### src/dcp_pkg.sv
// Shared constants, field layouts and carrier types of the dual channel pulse unit
package dcp_pkg;

  localparam int unsigned ADDR_W = 4;
  localparam int unsigned DATA_W = 8;
  localparam int unsigned CHANNELS = 2;
  localparam int unsigned COUNTER_W = 8;
  localparam int unsigned PRESCALE_W = 2;
  localparam int unsigned SELECT_W = 2;

  // Register offsets
  localparam logic [ADDR_W-1:0] OFF_CONTROL_ONE = 4'h0;
  localparam logic [ADDR_W-1:0] OFF_CONTROL_THREE = 4'h1;
  localparam logic [ADDR_W-1:0] OFF_COMPARE_ZERO = 4'h2;
  localparam logic [ADDR_W-1:0] OFF_COMPARE_ONE = 4'h3;
  localparam logic [ADDR_W-1:0] OFF_COUNTER = 4'h4;
  localparam logic [ADDR_W-1:0] OFF_ACTIVE_ZERO = 4'h5;
  localparam logic [ADDR_W-1:0] OFF_ACTIVE_ONE = 4'h6;
  localparam logic [ADDR_W-1:0] OFF_STATUS = 4'h7;

  // Field positions of modulator_control_one
  localparam int unsigned RUN_BIT = 7;
  localparam int unsigned CLEAR_BIT = 6;
  localparam int unsigned OE_LSB = 0;

  // Field positions of modulator_control_three
  localparam int unsigned SELECT_LSB = 0;
  localparam int unsigned PRESCALE_LSB = 4;

  // Field positions of the status register
  localparam int unsigned STATUS_LEVEL_LSB = 0;
  localparam int unsigned STATUS_RUN_BIT = 4;
  localparam int unsigned STATUS_OPTION_BIT = 5;

  // Reset values
  localparam logic [DATA_W-1:0] COMPARE_RESET = 8'h00;
  localparam logic [COUNTER_W-1:0] COUNTER_RESET = 8'h00;
  localparam logic [DATA_W-1:0] READ_IDLE = 8'h00;

  typedef enum logic [SELECT_W-1:0] {
    DCP_SRC_CPU = 2'h0,
    DCP_SRC_TIMER0 = 2'h1,
    DCP_SRC_TIMER1 = 2'h2,
    DCP_SRC_NONE = 2'h3
  } dcp_clk_src_e;

  typedef struct packed {
    logic run;
    logic [CHANNELS-1:0] oe;
    dcp_clk_src_e src;
    logic [PRESCALE_W-1:0] prescale;
  } dcp_ctrl_s;

  localparam dcp_ctrl_s CTRL_RESET = '{run: 1'b0, oe: 2'h0, src: DCP_SRC_CPU, prescale: 2'h0};

endpackage

### src/dcp_tick_gen.sv
// Counter clock source select and prescale divider of the pulse unit
`timescale 1ns/1ps
`default_nettype none

module dcp_tick_gen #(
  parameter int unsigned PRESCALE_W = dcp_pkg::PRESCALE_W
) (
  input wire logic clk,
  input wire logic reset,
  input wire dcp_pkg::dcp_clk_src_e src,
  input wire logic [PRESCALE_W-1:0] prescale,
  input wire logic run,
  input wire logic clear,
  input wire logic timer0_overflow,
  input wire logic timer1_overflow,
  output logic tick
);

  localparam int unsigned DIV_W = (1 << PRESCALE_W) - 1;

  generate
    if (PRESCALE_W < 1 || PRESCALE_W > 4) begin : g_bad_width
      $error("dcp_tick_gen: PRESCALE_W must be 1 to 4");
    end
  endgenerate

  logic src_pulse;
  logic [DIV_W-1:0] div;
  logic [DIV_W-1:0] div_mask;

  // Pick the raw counter clock event
  always_comb begin
    case (src)
      dcp_pkg::DCP_SRC_CPU: src_pulse = 1'b1;
      dcp_pkg::DCP_SRC_TIMER0: src_pulse = timer0_overflow;
      dcp_pkg::DCP_SRC_TIMER1: src_pulse = timer1_overflow;
      default: src_pulse = 1'b0;
    endcase
  end

  // Divide by two to the power of the prescale code
  assign div_mask = DIV_W'((1 << prescale) - 1);

  always_ff @(posedge clk) begin
    if (reset || clear || !run) begin
      div <= '0;
    end else if (src_pulse) begin
      div <= DIV_W'(div + 1'b1);
    end
  end

  always_ff @(posedge clk) begin
    if (reset || clear || !run) begin
      tick <= 1'b0;
    end else begin
      tick <= src_pulse && ((div & div_mask) == div_mask);
    end
  end

endmodule

`default_nettype wire

### src/dcp_pulse_unit.sv
// Two channel pulse width modulator with shared 8-bit counter and register port
`timescale 1ns/1ps
`default_nettype none

module dcp_pulse_unit #(
  parameter int unsigned COUNTER_W = dcp_pkg::COUNTER_W
) (
  input wire logic clk,
  input wire logic reset,
  input wire logic reset_level_high_option,
  input wire logic [dcp_pkg::ADDR_W-1:0] reg_addr,
  input wire logic [dcp_pkg::DATA_W-1:0] reg_wdata,
  input wire logic reg_write,
  input wire logic reg_read,
  output logic [dcp_pkg::DATA_W-1:0] reg_rdata,
  input wire logic timer0_overflow,
  input wire logic timer1_overflow,
  input wire logic port_latch_zero,
  input wire logic port_latch_one,
  output logic pulse_out_zero,
  output logic pulse_out_one
);

  localparam int unsigned CH = dcp_pkg::CHANNELS;
  localparam int unsigned DW = dcp_pkg::DATA_W;
  localparam logic [COUNTER_W-1:0] COUNT_MAX = {COUNTER_W{1'b1}};
  localparam logic [COUNTER_W-1:0] COUNT_ZERO = '0;

  generate
    if (COUNTER_W < 2 || COUNTER_W > dcp_pkg::DATA_W) begin : g_bad_counter
      $error("dcp_pulse_unit: COUNTER_W must be 2 to DATA_W");
    end
  endgenerate

  dcp_pkg::dcp_ctrl_s ctrl;
  logic reset_level;
  logic clear_pulse;
  logic tick;
  logic advance;
  logic overflow;
  logic [COUNTER_W-1:0] counter;
  logic [COUNTER_W-1:0] next_counter;
  logic [COUNTER_W-1:0] shadow [CH];
  logic [COUNTER_W-1:0] active [CH];
  logic [CH-1:0] level;
  logic [CH-1:0] next_level;
  logic [CH-1:0] port_latch;
  logic [CH-1:0] pin;
  logic [DW-1:0] next_rdata;

  assign port_latch = {port_latch_one, port_latch_zero};

  // Register writes: control fields
  always_ff @(posedge clk) begin
    if (reset) begin
      ctrl <= dcp_pkg::CTRL_RESET;
    end else if (reg_write) begin
      case (reg_addr)
        dcp_pkg::OFF_CONTROL_ONE: begin
          ctrl.run <= reg_wdata[dcp_pkg::RUN_BIT];
          ctrl.oe <= reg_wdata[dcp_pkg::OE_LSB +: CH];
        end
        dcp_pkg::OFF_CONTROL_THREE: begin
          ctrl.src <= dcp_pkg::dcp_clk_src_e'(reg_wdata[dcp_pkg::SELECT_LSB +: dcp_pkg::SELECT_W]);
          ctrl.prescale <= reg_wdata[dcp_pkg::PRESCALE_LSB +: dcp_pkg::PRESCALE_W];
        end
        default: begin
          ctrl <= ctrl;
        end
      endcase
    end
  end

  // Counter clear is a self-clearing command bit
  always_ff @(posedge clk) begin
    if (reset) begin
      clear_pulse <= 1'b0;
    end else begin
      clear_pulse <= reg_write && (reg_addr == dcp_pkg::OFF_CONTROL_ONE)
        && reg_wdata[dcp_pkg::CLEAR_BIT];
    end
  end

  // Reset level strap is caught while reset is held
  always_ff @(posedge clk) begin
    if (reset) begin
      reset_level <= reset_level_high_option;
    end
  end

  dcp_tick_gen #(
    .PRESCALE_W(dcp_pkg::PRESCALE_W)
  ) u_tick_gen (
    .clk(clk),
    .reset(reset),
    .src(ctrl.src),
    .prescale(ctrl.prescale),
    .run(ctrl.run),
    .clear(clear_pulse),
    .timer0_overflow(timer0_overflow),
    .timer1_overflow(timer1_overflow),
    .tick(tick)
  );

  // Counter steps only when running and the divided clock ticks
  assign advance = tick && ctrl.run && !clear_pulse;
  assign overflow = advance && (counter == COUNT_MAX);
  assign next_counter = COUNTER_W'(counter + 1'b1);

  // Shared up-counter, wraps to zero
  always_ff @(posedge clk) begin
    if (reset) begin
      counter <= dcp_pkg::COUNTER_RESET[COUNTER_W-1:0];
    end else if (clear_pulse) begin
      counter <= COUNT_ZERO;
    end else if (advance) begin
      counter <= next_counter;
    end
  end

  localparam int unsigned ADDR_W_LOC = dcp_pkg::ADDR_W;

  // Per-channel compare buffers, output level and pin
  genvar g;
  generate
    for (g = 0; g < CH; g++) begin : g_chan
      logic [COUNTER_W-1:0] cmp_now;
      logic [ADDR_W_LOC-1:0] cmp_off;

      assign cmp_off = (g == 0) ? dcp_pkg::OFF_COMPARE_ZERO : dcp_pkg::OFF_COMPARE_ONE;

      // Software side compare value
      always_ff @(posedge clk) begin
        if (reset) begin
          shadow[g] <= dcp_pkg::COMPARE_RESET[COUNTER_W-1:0];
        end else if (reg_write && (reg_addr == cmp_off)) begin
          shadow[g] <= reg_wdata[COUNTER_W-1:0];
        end
      end

      // Working buffer takes the new value only at overflow
      always_ff @(posedge clk) begin
        if (reset) begin
          active[g] <= dcp_pkg::COMPARE_RESET[COUNTER_W-1:0];
        end else if (overflow) begin
          active[g] <= shadow[g];
        end
      end

      // Compare value in force for the count being entered
      assign cmp_now = overflow ? shadow[g] : active[g];

      always_comb begin
        next_level[g] = level[g];
        if (advance) begin
          if (cmp_now == COUNT_ZERO) begin
            next_level[g] = 1'b1;
          end else if (cmp_now == COUNT_MAX) begin
            next_level[g] = 1'b0;
          end else if (next_counter == cmp_now) begin
            next_level[g] = 1'b0;
          end else if (next_counter == COUNT_ZERO) begin
            next_level[g] = 1'b1;
          end
        end
      end

      // Level only moves on counter steps, so stopping freezes it
      always_ff @(posedge clk) begin
        if (reset) begin
          level[g] <= reset_level_high_option;
        end else begin
          level[g] <= next_level[g];
        end
      end

      // Pin mux between modulator and ordinary port latch
      always_ff @(posedge clk) begin
        if (reset) begin
          pin[g] <= reset_level_high_option;
        end else if (ctrl.oe[g]) begin
          pin[g] <= level[g];
        end else begin
          pin[g] <= port_latch[g];
        end
      end
    end
  endgenerate

  // Each channel drives its own dedicated pin
  always_ff @(posedge clk) begin
    if (reset) begin
      pulse_out_zero <= reset_level_high_option;
      pulse_out_one <= reset_level_high_option;
    end else begin
      pulse_out_zero <= pin[0];
      pulse_out_one <= pin[1];
    end
  end

  // Read multiplexer; unmapped offsets read zero
  always_comb begin
    next_rdata = dcp_pkg::READ_IDLE;
    case (reg_addr)
      dcp_pkg::OFF_CONTROL_ONE: begin
        next_rdata[dcp_pkg::RUN_BIT] = ctrl.run;
        next_rdata[dcp_pkg::OE_LSB +: CH] = ctrl.oe;
      end
      dcp_pkg::OFF_CONTROL_THREE: begin
        next_rdata[dcp_pkg::SELECT_LSB +: dcp_pkg::SELECT_W] = ctrl.src;
        next_rdata[dcp_pkg::PRESCALE_LSB +: dcp_pkg::PRESCALE_W] = ctrl.prescale;
      end
      dcp_pkg::OFF_COMPARE_ZERO: begin
        next_rdata[COUNTER_W-1:0] = shadow[0];
      end
      dcp_pkg::OFF_COMPARE_ONE: begin
        next_rdata[COUNTER_W-1:0] = shadow[1];
      end
      dcp_pkg::OFF_COUNTER: begin
        next_rdata[COUNTER_W-1:0] = counter;
      end
      dcp_pkg::OFF_ACTIVE_ZERO: begin
        next_rdata[COUNTER_W-1:0] = active[0];
      end
      dcp_pkg::OFF_ACTIVE_ONE: begin
        next_rdata[COUNTER_W-1:0] = active[1];
      end
      dcp_pkg::OFF_STATUS: begin
        next_rdata[dcp_pkg::STATUS_LEVEL_LSB +: CH] = level;
        next_rdata[dcp_pkg::STATUS_RUN_BIT] = ctrl.run;
        next_rdata[dcp_pkg::STATUS_OPTION_BIT] = reset_level;
      end
      default: begin
        next_rdata = dcp_pkg::READ_IDLE;
      end
    endcase
  end

  // Read data stands only in the cycle after the strobe
  always_ff @(posedge clk) begin
    if (reset) begin
      reg_rdata <= dcp_pkg::READ_IDLE;
    end else if (reg_read) begin
      reg_rdata <= next_rdata;
    end else begin
      reg_rdata <= dcp_pkg::READ_IDLE;
    end
  end

endmodule

`default_nettype wire

### config.mk
export PLATFORM = sky130hd
export DESIGN_NAME = dcp_pulse_unit
export DESIGN_NICKNAME = d
export VERILOG_FILES = /design/src/dcp_pkg.sv /design/src/dcp_tick_gen.sv /design/src/dcp_pulse_unit.sv
export SDC_FILE = /design/constraint.sdc
export NUM_CORES = 1
export LEC_CHECK = 0
export BUFFER_PORTS_ARGS = -buffer_cell sky130_fd_sc_hd__buf_2
export CAP_MARGIN = 30
export CORE_MARGIN = 3
export CORE_UTILIZATION = 30
export DETAILED_ROUTE_END_ITERATION = 8
export PLACE_DENSITY = 0.47
export REMOVE_ABC_BUFFERS = 1
export SLEW_MARGIN = 20
export SYNTH_ARGS = -nofsm -noshare
export SYNTH_HDL_FRONTEND = slang
export SYNTH_SLANG_ARGS = --single-unit
### constraint.sdc
create_clock -name clk -period 4.3 [get_ports clk]
set_input_delay 0.43 -clock clk [delete_from_list [all_inputs] [get_ports clk]]
set_output_delay 0.43 -clock clk [all_outputs]
set_load 0.01 [all_outputs]
==> results of run 1 <==
[worst max-delay path, stage by stage, from the launching register on]
cell and delay, ps:
dfxtp_1 500, ha_1 350, nand4_1 270, nor3_4 570, a211oi_1 170, or4_4 580
nor4_4 170, o211a_1 210
[Yosys cell counts (4+ instances only)]
cell / n
edfxtp_1: 35
and2_1: 34
nor2_1: 34
dfxtp_1: 32
mux2i_1: 22
nand2_1: 22
a21oi_1: 18
nand4_1: 14
nand3_1: 13
nor3_1: 12
o21ai_0: 10
xnor2_1: 10
xor2_1: 10
a22oi_1: 9
nor4_1: 9
clkbuf_1: 8
nand2b_1: 8
and3_1: 6
or3_1: 6
a211oi_1: 5
buf_4: 5
nor2b_1: 5
a31oi_1: 4
inv_1: 4
[flip-flops by register name, summed over array words and instances (netlist names)]
signal,flops
reg_rdata,8
pulse_out_one,1
counter,8
shadow,16
u_tick_gen.div,3
reset_level,1
level,2
u_tick_gen.tick,1
pin,2
pulse_out_zero,1
active,16
ctrl,7
clear_pulse,1
[area by class of cell]
type / instances / area (µm²)
Clock inverter: 6 / 80.1
Tap cell: 168 / 210
Fill cell: 1287 / 7890
Timing Repair Buffer: 33 / 173
Sequential cell: 67 / 1690
Inverter: 4 / 15.0
Multi-Input combinational cell: 306 / 2020
Clock buffer: 10 / 229
[per-layer routing]
layer | part of all wire, % | up-vias
li1 | - | 1535
met4 | 2.2 | 0
met3 | 5.7 | 20
met5 | 0 | -
met1 | 45 | 1599
met2 | 47 | 129
[kinds of logic (layout without fill, tap and decap cells)]
| kind of cell | after synthesis | after routing | share of synthesized area (%) |
|---|---|---|---|
| XOR/XNOR | 20 | 20 | 4.54 |
| AO/OA/AOI/OAI | 78 | 78 | 14.2 |
| AND/OR/NAND/NOR | 182 | 182 | 26.6 |
| buffers and inverters | 23 | 53 | 3.89 |
| multiplexers | 24 | 24 | 6.38 |
| flip-flops | 67 | 67 | 43.8 |
| adder cells (fa/ha/maj) | 2 | 2 | 0.648 |
[power by group through the flow]
| stage | clock [mW] | sequential [mW] | combinational [mW] |
|---|---|---|---|
| 4_1_cts | 0.797 | 0.725 | 0.0920 |
| 2_1_floorplan | 0 | 0.723 | 0.0500 |
| 6_report | 0.786 | 0.726 | 0.0916 |
| 5_1_grt | 0.825 | 0.728 | 0.101 |
| 3_5_place_dp | 0 | 0.739 | 0.0912 |
| 3_3_place_gp | 0 | 0.739 | 0.0907 |
[worst min-delay path by stage]
stage / cells after the start / end / slack (ps)
finish: 1 / reset_level / 320
global route: 1 / reset_level / 310
CTS: 1 / reset_level / 310
detailed placement: 2 / pulse_out_one / 430
global placement: 2 / pulse_out_zero / 430
floorplan: 2 / pulse_out_one / 420
[stage by stage]
stage | hold WS (ps) | utilization, % | cells
floorplan | 415 | - | 377
global placement | 428 | 33.4 | 578
detailed placement | 433 | 33.4 | 578
CTS | 310 | 35.9 | 594
global route | 311 | 35.9 | 594
finish | 315 | 35.9 | 594
==> flow_metrics.env, run 1 <==
export IMPL_status="completed"
export IMPL_num_vias=3283
export IMPL_power_density_nw_per_um2=363
export IMPL_p_leak_nw=1.64
export IMPL_vias_per_cell=5.53
export IMPL_required_ps=4360
export IMPL_r2r_slack_ps=1180
export IMPL_r2r_cells=7
export IMPL_synth_cells=396
export IMPL_final_common_cell="edfxtp_1"
export IMPL_gr_total_overflow=0
export IMPL_dp_hpwl_mm=8.64
export IMPL_drive_gt1_share_pct=12.9
export IMPL_fmax_ghz=0.321
export IMPL_hold_class="in2reg"
export IMPL_postSynthAreaPerCell_um2=9.75
export IMPL_detail_route_antenna_nets=0
export IMPL_cts_tree="done"
export IMPL_ys_flop_type="edfxtp_1"
export IMPL_grt_setup_unrepaired="no"
export IMPL_p_switching_uw=371
export IMPL_num_rows=40
export IMPL_ctsResizeCount=0
export IMPL_fin_ws_ps=1180
export IMPL_initialDrtViolationCount=259
export IMPL_wl_per_cell_um=19.5
export IMPL_ctsLongestPathBuffers=2
export IMPL_crit_type="reg2reg"
export IMPL_area_growth_pct=14.4
export IMPL_cts_sinks=67
export IMPL_yosys_warnings=0
export IMPL_grt_pass1_wl_mm=18.1
export IMPL_grtUsageMet2_pct=26.6
export IMPL_relSlewSlack_pct=39.1
export IMPL_syn_area_um2=3860
export IMPL_r2r_start="counter[0]"
export IMPL_firstDrtPassIters=5
export IMPL_cts_root_buf="clkbuf_16"
export IMPL_min_from="reset_level_high_option"
export IMPL_max_cap_viol_count=0
export IMPL_start_kind="flip-flop"
export IMPL_dpl_cell_area_um2=4110
export IMPL_r2r_end="level[0]"
export IMPL_grt_use_met3_pct=3.75
export IMPL_tightest_slew_ps=907
export IMPL_synth_top_cell_area_share_pct=27.2
export IMPL_place_gp_congestion=0.901
export IMPL_netSwitchingFraction_pct=23.1
export IMPL_clkLatencyLatePin_ps=340
export IMPL_ir_drop_uv=186
export IMPL_diodes=0
export IMPL_stdcell_area_um2=4420
export IMPL_grt_pass1_vias=3141
export IMPL_tns_ps=0
export IMPL_drcViolationCount=0
export IMPL_synth_edf_count=35
export IMPL_ys_ff_latch=67
export IMPL_use_met1_pct=22.1
export IMPL_synth_area_leaders="edfxtp_1, dfxtp_1, mux2i_1, and2_1, nor2_1"
export IMPL_track_usage_pct=16.8
export IMPL_setup_worst_path_end_class="flip-flop"
export IMPL_async_flop_share_pct=0
export IMPL_intPower_mw=1.23
export IMPL_ys_seq_area_share_pct=43.8
export IMPL_numCtsBuffers=9
export IMPL_ios=31
export IMPL_gr_max_usage_layer="met2"
export IMPL_nNetsFinal=444
export IMPL_ys_types=60
export IMPL_core_area_um2=12300
export IMPL_seqPwrFrac_pct=45.3
export IMPL_start_util_pct=31.4
export IMPL_cts_htree_levels=3
export IMPL_p_comb_share_pct=5.7
export IMPL_portBuffers=30
export IMPL_final_setup_skew_ps=4.12
export IMPL_total_power_mw=1.60
export IMPL_dieArea_um2=14300
export IMPL_final_max_slew_viol_count=0
export IMPL_critPathArrivalTime_ps=3180
export IMPL_routed_wl_mm=11.6
export IMPL_period_minus_slack_ps=3120
export IMPL_critPathMaxFanout=11
export IMPL_die_x_um=119
export IMPL_antenna_found_initial=0
export IMPL_clockPowerShare_pct=49.0
export IMPL_hold_buffers=0
export IMPL_setup_viol=0
export IMPL_synth_top_cell_by_area="edfxtp_1"
export IMPL_pre_cts_ws_ps=1250
export IMPL_crit_end="level[0]"
export IMPL_min_period_over_period_pct=72.6
export IMPL_mostFrequentLayoutCells="edfxtp_1, and2_1, nor2_1"
export IMPL_grt_max_degree=30
export IMPL_postCtsSetupRepairBufs=0
export IMPL_cp_startpoint="counter[0]"
export IMPL_die_y_um=119
export IMPL_hold_violations=0
export IMPL_clk_pin_slew_worst_paths_ps=60
No activity file was read; power rests on OpenSTA's default activity.
==> inputs of run 2 (changes only) <==
ABC_AREA = 1   (was not set)
clock period = 2.9 ns   (was 4.3 ns; I/O delays follow)
==> flow_metrics.env, run 2 <==
export IMPL_status="completed"
export IMPL_relSlewSlack_pct=52.5
export IMPL_setup_viol=0
export IMPL_antenna_found_initial=0
export IMPL_num_rows=40
export IMPL_synth_fa_ha_area_share_pct=0.660
export IMPL_final_max_slew_viol_count=0
export IMPL_hold_slack_ps=150
export IMPL_dieArea_um2=14000
export IMPL_synth_area_leaders="edfxtp_1, dfxtp_1, nand2_1, inv_1, nor2_1"
export IMPL_fmax_ghz=0.382
export IMPL_hold_class="in2reg"
export IMPL_cts_sinks=67
export IMPL_cp_slowest_cell="dfxtp_1"
export IMPL_wl_per_cell_um=16.7
export IMPL_portBuffers=30
export IMPL_critPathArrivalTime_ps=2670
export IMPL_diodes=0
export IMPL_synth_top_cell_by_area="edfxtp_1"
export IMPL_crit_type="reg2reg"
export IMPL_postSynthAreaPerCell_um2=7.55
export IMPL_min_period_over_period_pct=90.3
export IMPL_p_leak_nw=1.95
export IMPL_track_usage_pct=17.6
export IMPL_die_x_um=118
export IMPL_grt_pass1_wl_mm=18.9
export IMPL_cts_htree_levels=3
export IMPL_num_vias=3434
export IMPL_core_area_um2=12200
export IMPL_hold_path_depth=1
export IMPL_mostFrequentLayoutCells="nand2_1, inv_1, nor2_1"
export IMPL_grt_max_degree=29
export IMPL_postLayoutCoreUtil_pct=36.5
export IMPL_cts_root_buf="clkbuf_16"
export IMPL_dp_hpwl_mm=9.53
export IMPL_postCtsSetupRepairBufs=0
export IMPL_setup_worst_path_end_class="flip-flop"
export IMPL_reg_top3="active: 16 flops, shadow: 16 flops"
export IMPL_die_y_um=118
export IMPL_synth_simple_area_share_pct=33.2
export IMPL_met1_length_mm=5.80
export IMPL_numCtsBuffers=9
export IMPL_period_minus_slack_ps=2620
export IMPL_wl_met2_mm=5.47
export IMPL_start_kind="flip-flop"
export IMPL_final_common_cell="nand2_1"
export IMPL_firstDrtPassIters=4
export IMPL_initialDrtViolationCount=233
export IMPL_drive_gt1_share_pct=15.7
export IMPL_hold_buffers=0
export IMPL_hold_violations=0
export IMPL_grt_setup_unrepaired="no"
export IMPL_synth_top_family_by_area="simple AND/OR/NAND/NOR gates"
export IMPL_slowest_delay_ps=430
export IMPL_start_util_pct=31.2
export IMPL_path_cells="ha_1 > nand2_2 > nor2_4 > nand3_4 > nand2_1 > nand2_1 > nand2_1 > nand2_1 > inv_1 > nand2_1 > nor2_1 > nand2_1 > nand2_1 > nor2_1 > nor2_1"
export IMPL_top_layer="met4"
export IMPL_total_power_mw=2.28
export IMPL_gr_total_overflow=0
export IMPL_power_density_nw_per_um2=514
export IMPL_synth_cells=502
export IMPL_required_ps=2950
export IMPL_synth_compound_area_share_pct=11.8
export IMPL_ys_flop_type="edfxtp_1"
export IMPL_tightest_slew_ps=708
export IMPL_cts_tree="done"
export IMPL_clk_pin_slew_worst_paths_ps=60
export IMPL_ctsResizeCount=0
export IMPL_area_growth_pct=17.0
export IMPL_async_flop_share_pct=0
export IMPL_ios=31
export IMPL_synth_most_common_cell="nand2_1"
export IMPL_critPathMaxFanout=28
export IMPL_vias_per_cell=4.80
export IMPL_ir_drop_uv=259
export IMPL_nNetsFinal=565
export IMPL_ys_ff_latch=67
export IMPL_synth_commonest_cells="nand2_1, inv_1, nor2_1"
export IMPL_synth_top_cell_area_share_pct=27.7
export IMPL_ys_seq_area_share_pct=44.6
export IMPL_met3_length_um=455
export IMPL_fin_ws_ps=280
export IMPL_pre_cts_ws_ps=306
export IMPL_ctsLongestPathBuffers=2
export IMPL_drcViolationCount=0
export IMPL_yosys_warnings=0
export IMPL_detail_route_antenna_nets=0
export IMPL_routed_wl_mm=11.9
export IMPL_clkLatencyLatePin_ps=330
export IMPL_synthMuxAreaShare_pct=0
export IMPL_final_setup_skew_ps=7.10
export IMPL_max_cap_viol_count=0
export IMPL_place_gp_congestion=0.918
export IMPL_ys_types=33
export IMPL_r2r_cells=15
export IMPL_tns_ps=0
export IMPL_synth_xor_area_share_pct=0.462
export IMPL_grt_pass1_vias=3363
export IMPL_syn_area_um2=3790
export IMPL_path_common_cell="nand2_1"
export IMPL_synth_edf_count=35
run 2: cell types whose count changed after synthesis, sizes merged, moves of 9 or more:
cell | previous run | this run
xnor2 | 10 | 0
nand3 | 13 | 46
and2 | 35 | 0
nor2 | 34 | 59
a21oi | 18 | 27
a22oi | 9 | 0
nand2 | 22 | 142
o21ai | 10 | 26
mux2i | 22 | 0
nor4 | 10 | 1
inv | 4 | 75
run 2: cells by family after synthesis:
group,count (synthesis)
AO/OA/AOI/OAI,77
XOR/XNOR,2
adder cells (fa/ha/maj),2
buffers and inverters,85
flip-flops,67
AND/OR/NAND/NOR,269
run 2: stage by stage:
stage               area, µm²  cells
finish                   4440    715
global route             4440    715
CTS                      4440    715
detailed placement       4150    699
global placement         4150    699
floorplan                3720    493
run 2: worst paths after layout:
kind,from,endpoint,slack [ps]
max,counter[0],level[1],280
min,reset_level_high_option,reset_level,150
max reg2reg,counter[0],level[1],280
min reg2reg,pin[1],pulse_out_one,420
run 2: worst max-delay path: cells and delay by family, from the launching register on:
| kind | cells | cell delay (ps) |
|---|---|---|
| adder cells (fa/ha/maj) | 1 | 270 |
| AND/OR/NAND/NOR | 13 | 1550 |
| buffers and inverters | 1 | 70 |
| flip-flops | 1 | 430 |
run 2: cell type report:
class	instances	area [µm²]
fillers	1339	7730
repair buffers	38	210
flip-flops and latches	67	1690
clock buffers	13	270
inverters	76	287
well taps	168	210
multi-input cells	350	1750
clock inverters	3	20.0
run 2: where the power goes:
part	internal (mW)	leakage, nW	total, mW	switching, mW
registers	1.03	0.606	1.06	0.0280
logic	0.0480	1.20	0.150	0.102
clock network	0.650	0.146	1.07	0.421
run 2: per-layer routing:
metal / vias to the layer above / GRT usage (%)
met4: 0 / 6.15
met5: - / 0
met3: 11 / 2.54
met2: 76 / 27.9
met1: 1615 / 24.6
li1: 1732 / -
==> inputs of run 3 (changes only) <==
CORE_MARGIN = not set   (was 3)
==> flow_metrics.env, run 3 (synthesized netlist as in run 2, its figures left out) <==
export IMPL_pre_cts_ws_ps=346
export IMPL_path_cells="ha_1 > nand2_2 > nor2_4 > nand3_4 > nand2_1 > nand2_1 > nand2_1 > nand2_1 > inv_1 > nand2_1 > nor2_1 > nand2_1 > nand2_1 > nor2_1 > nor2_1"
export IMPL_hold_class="in2reg"
export IMPL_status="completed"
export IMPL_portBuffers=30
export IMPL_setup_viol=0
export IMPL_mostFrequentLayoutCells="nand2_1, inv_1, nor2_1"
export IMPL_drive_gt1_share_pct=15.4
export IMPL_num_vias=3482
export IMPL_die_y_um=114
export IMPL_total_power_mw=2.24
export IMPL_final_max_slew_viol_count=0
export IMPL_critPathMaxFanout=28
export IMPL_tns_ps=0
export IMPL_fmax_ghz=0.392
export IMPL_p_leak_nw=1.95
export IMPL_setup_worst_path_end_class="flip-flop"
export IMPL_dieArea_um2=13100
export IMPL_vias_per_cell=4.87
export IMPL_tightest_slew_ps=727
export IMPL_diodes=0
export IMPL_hold_buffers=0
export IMPL_final_common_cell="nand2_1"
export IMPL_core_area_um2=12200
export IMPL_min_period_over_period_pct=88.0
export IMPL_dpl_cell_area_um2=4150
export IMPL_place_gp_congestion=0.860
export IMPL_cp_slowest_cell="dfxtp_1"
export IMPL_grt_max_degree=29
export IMPL_cts_sinks=67
export IMPL_postLayoutCoreUtil_pct=36.3
export IMPL_ctsLongestPathBuffers=2
export IMPL_period_minus_slack_ps=2550
export IMPL_numCtsBuffers=9
export IMPL_grt_pass1_wl_mm=17.9
export IMPL_clk_pin_slew_worst_paths_ps=60
export IMPL_required_ps=2950
export IMPL_ios=31
export IMPL_die_x_um=114
export IMPL_start_util_pct=31.2
export IMPL_hold_violations=0
export IMPL_clkLatencyLatePin_ps=330
export IMPL_power_density_nw_per_um2=506
export IMPL_track_usage_pct=18.6
export IMPL_slowest_delay_ps=430
export IMPL_drcViolationCount=0
export IMPL_start_kind="flip-flop"
export IMPL_firstDrtPassIters=6
export IMPL_cts_htree_levels=3
export IMPL_stdcell_area_um2=4420
export IMPL_ir_drop_uv=286
export IMPL_fin_cells=715
export IMPL_detail_route_antenna_nets=0
export IMPL_path_common_cell="nand2_1"
export IMPL_relSlewSlack_pct=51.2
export IMPL_final_setup_skew_ps=10.6
export IMPL_antenna_found_initial=0
export IMPL_dp_hpwl_mm=9.14
export IMPL_critPathArrivalTime_ps=2600
export IMPL_ctsResizeCount=0
export IMPL_gr_total_overflow=0
export IMPL_max_cap_viol_count=0
export IMPL_reg_top3="active: 16 flops, shadow: 16 flops"
export IMPL_area_growth_pct=16.6
export IMPL_wl_per_cell_um=16.1
export IMPL_hold_slack_ps=158
export IMPL_routed_wl_mm=11.5
export IMPL_fin_ws_ps=348
export IMPL_postCtsSetupRepairBufs=0
export IMPL_grt_setup_unrepaired="no"
export IMPL_cts_root_buf="clkbuf_16"
export IMPL_num_rows=40
export IMPL_nNetsFinal=565
export IMPL_post_place_cells=699
export IMPL_crit_type="reg2reg"
export IMPL_cts_tree="done"
export IMPL_initialDrtViolationCount=333
export IMPL_grt_pass1_vias=3304
run 3: cell types whose count changed in the layout (fill, tap and decap cells not counted), sizes merged:
| cell | change |
|---|---|
| clkinv | -1 |
| clkbuf | +1 |
run 3: critical path, delay by kind of cell, from the launching register on:
family | cells | cell delay (ps)
simple gates | 13 | 1540
fa+ha+maj | 1 | 260
flops | 1 | 430
buf+inv | 1 | 50
run 3: final timing paths:
kind / startpoint / end / slack [ps] / cells after the start
setup / recovery: counter[0] / level[1] / 350 / 15
setup reg to reg: counter[0] / level[1] / 350 / 15
hold / removal: reset_level_high_option / reset_level / 160 / 1
hold reg to reg: pin[0] / pulse_out_zero / 420 / 2
run 3: per-layer routing:
layer	wire length [µm]	GRT usage [%]
met2	5330	29.7
met5	0	0
met3	611	3.49
met1	5340	24.8
met4	248	7.36
run 3: report_power, final:
| group | switching, mW | internal (mW) | leakage [nW] |
|---|---|---|---|
| Sequential | 0.0275 | 1.03 | 0.606 |
| Clock | 0.401 | 0.626 | 0.137 |
| Combinational | 0.101 | 0.0480 | 1.20 |
| Total | 0.530 | 1.71 | 1.95 |
run 3: cell type report:
class	instances	area (µm²)
fill	1304	7740
clock buffer	14	264
clock inverter	2	11.3
sequential	67	1690
tap	168	210
multi-input combinational	350	1750
timing repair buffer	38	210
inverter	76	287
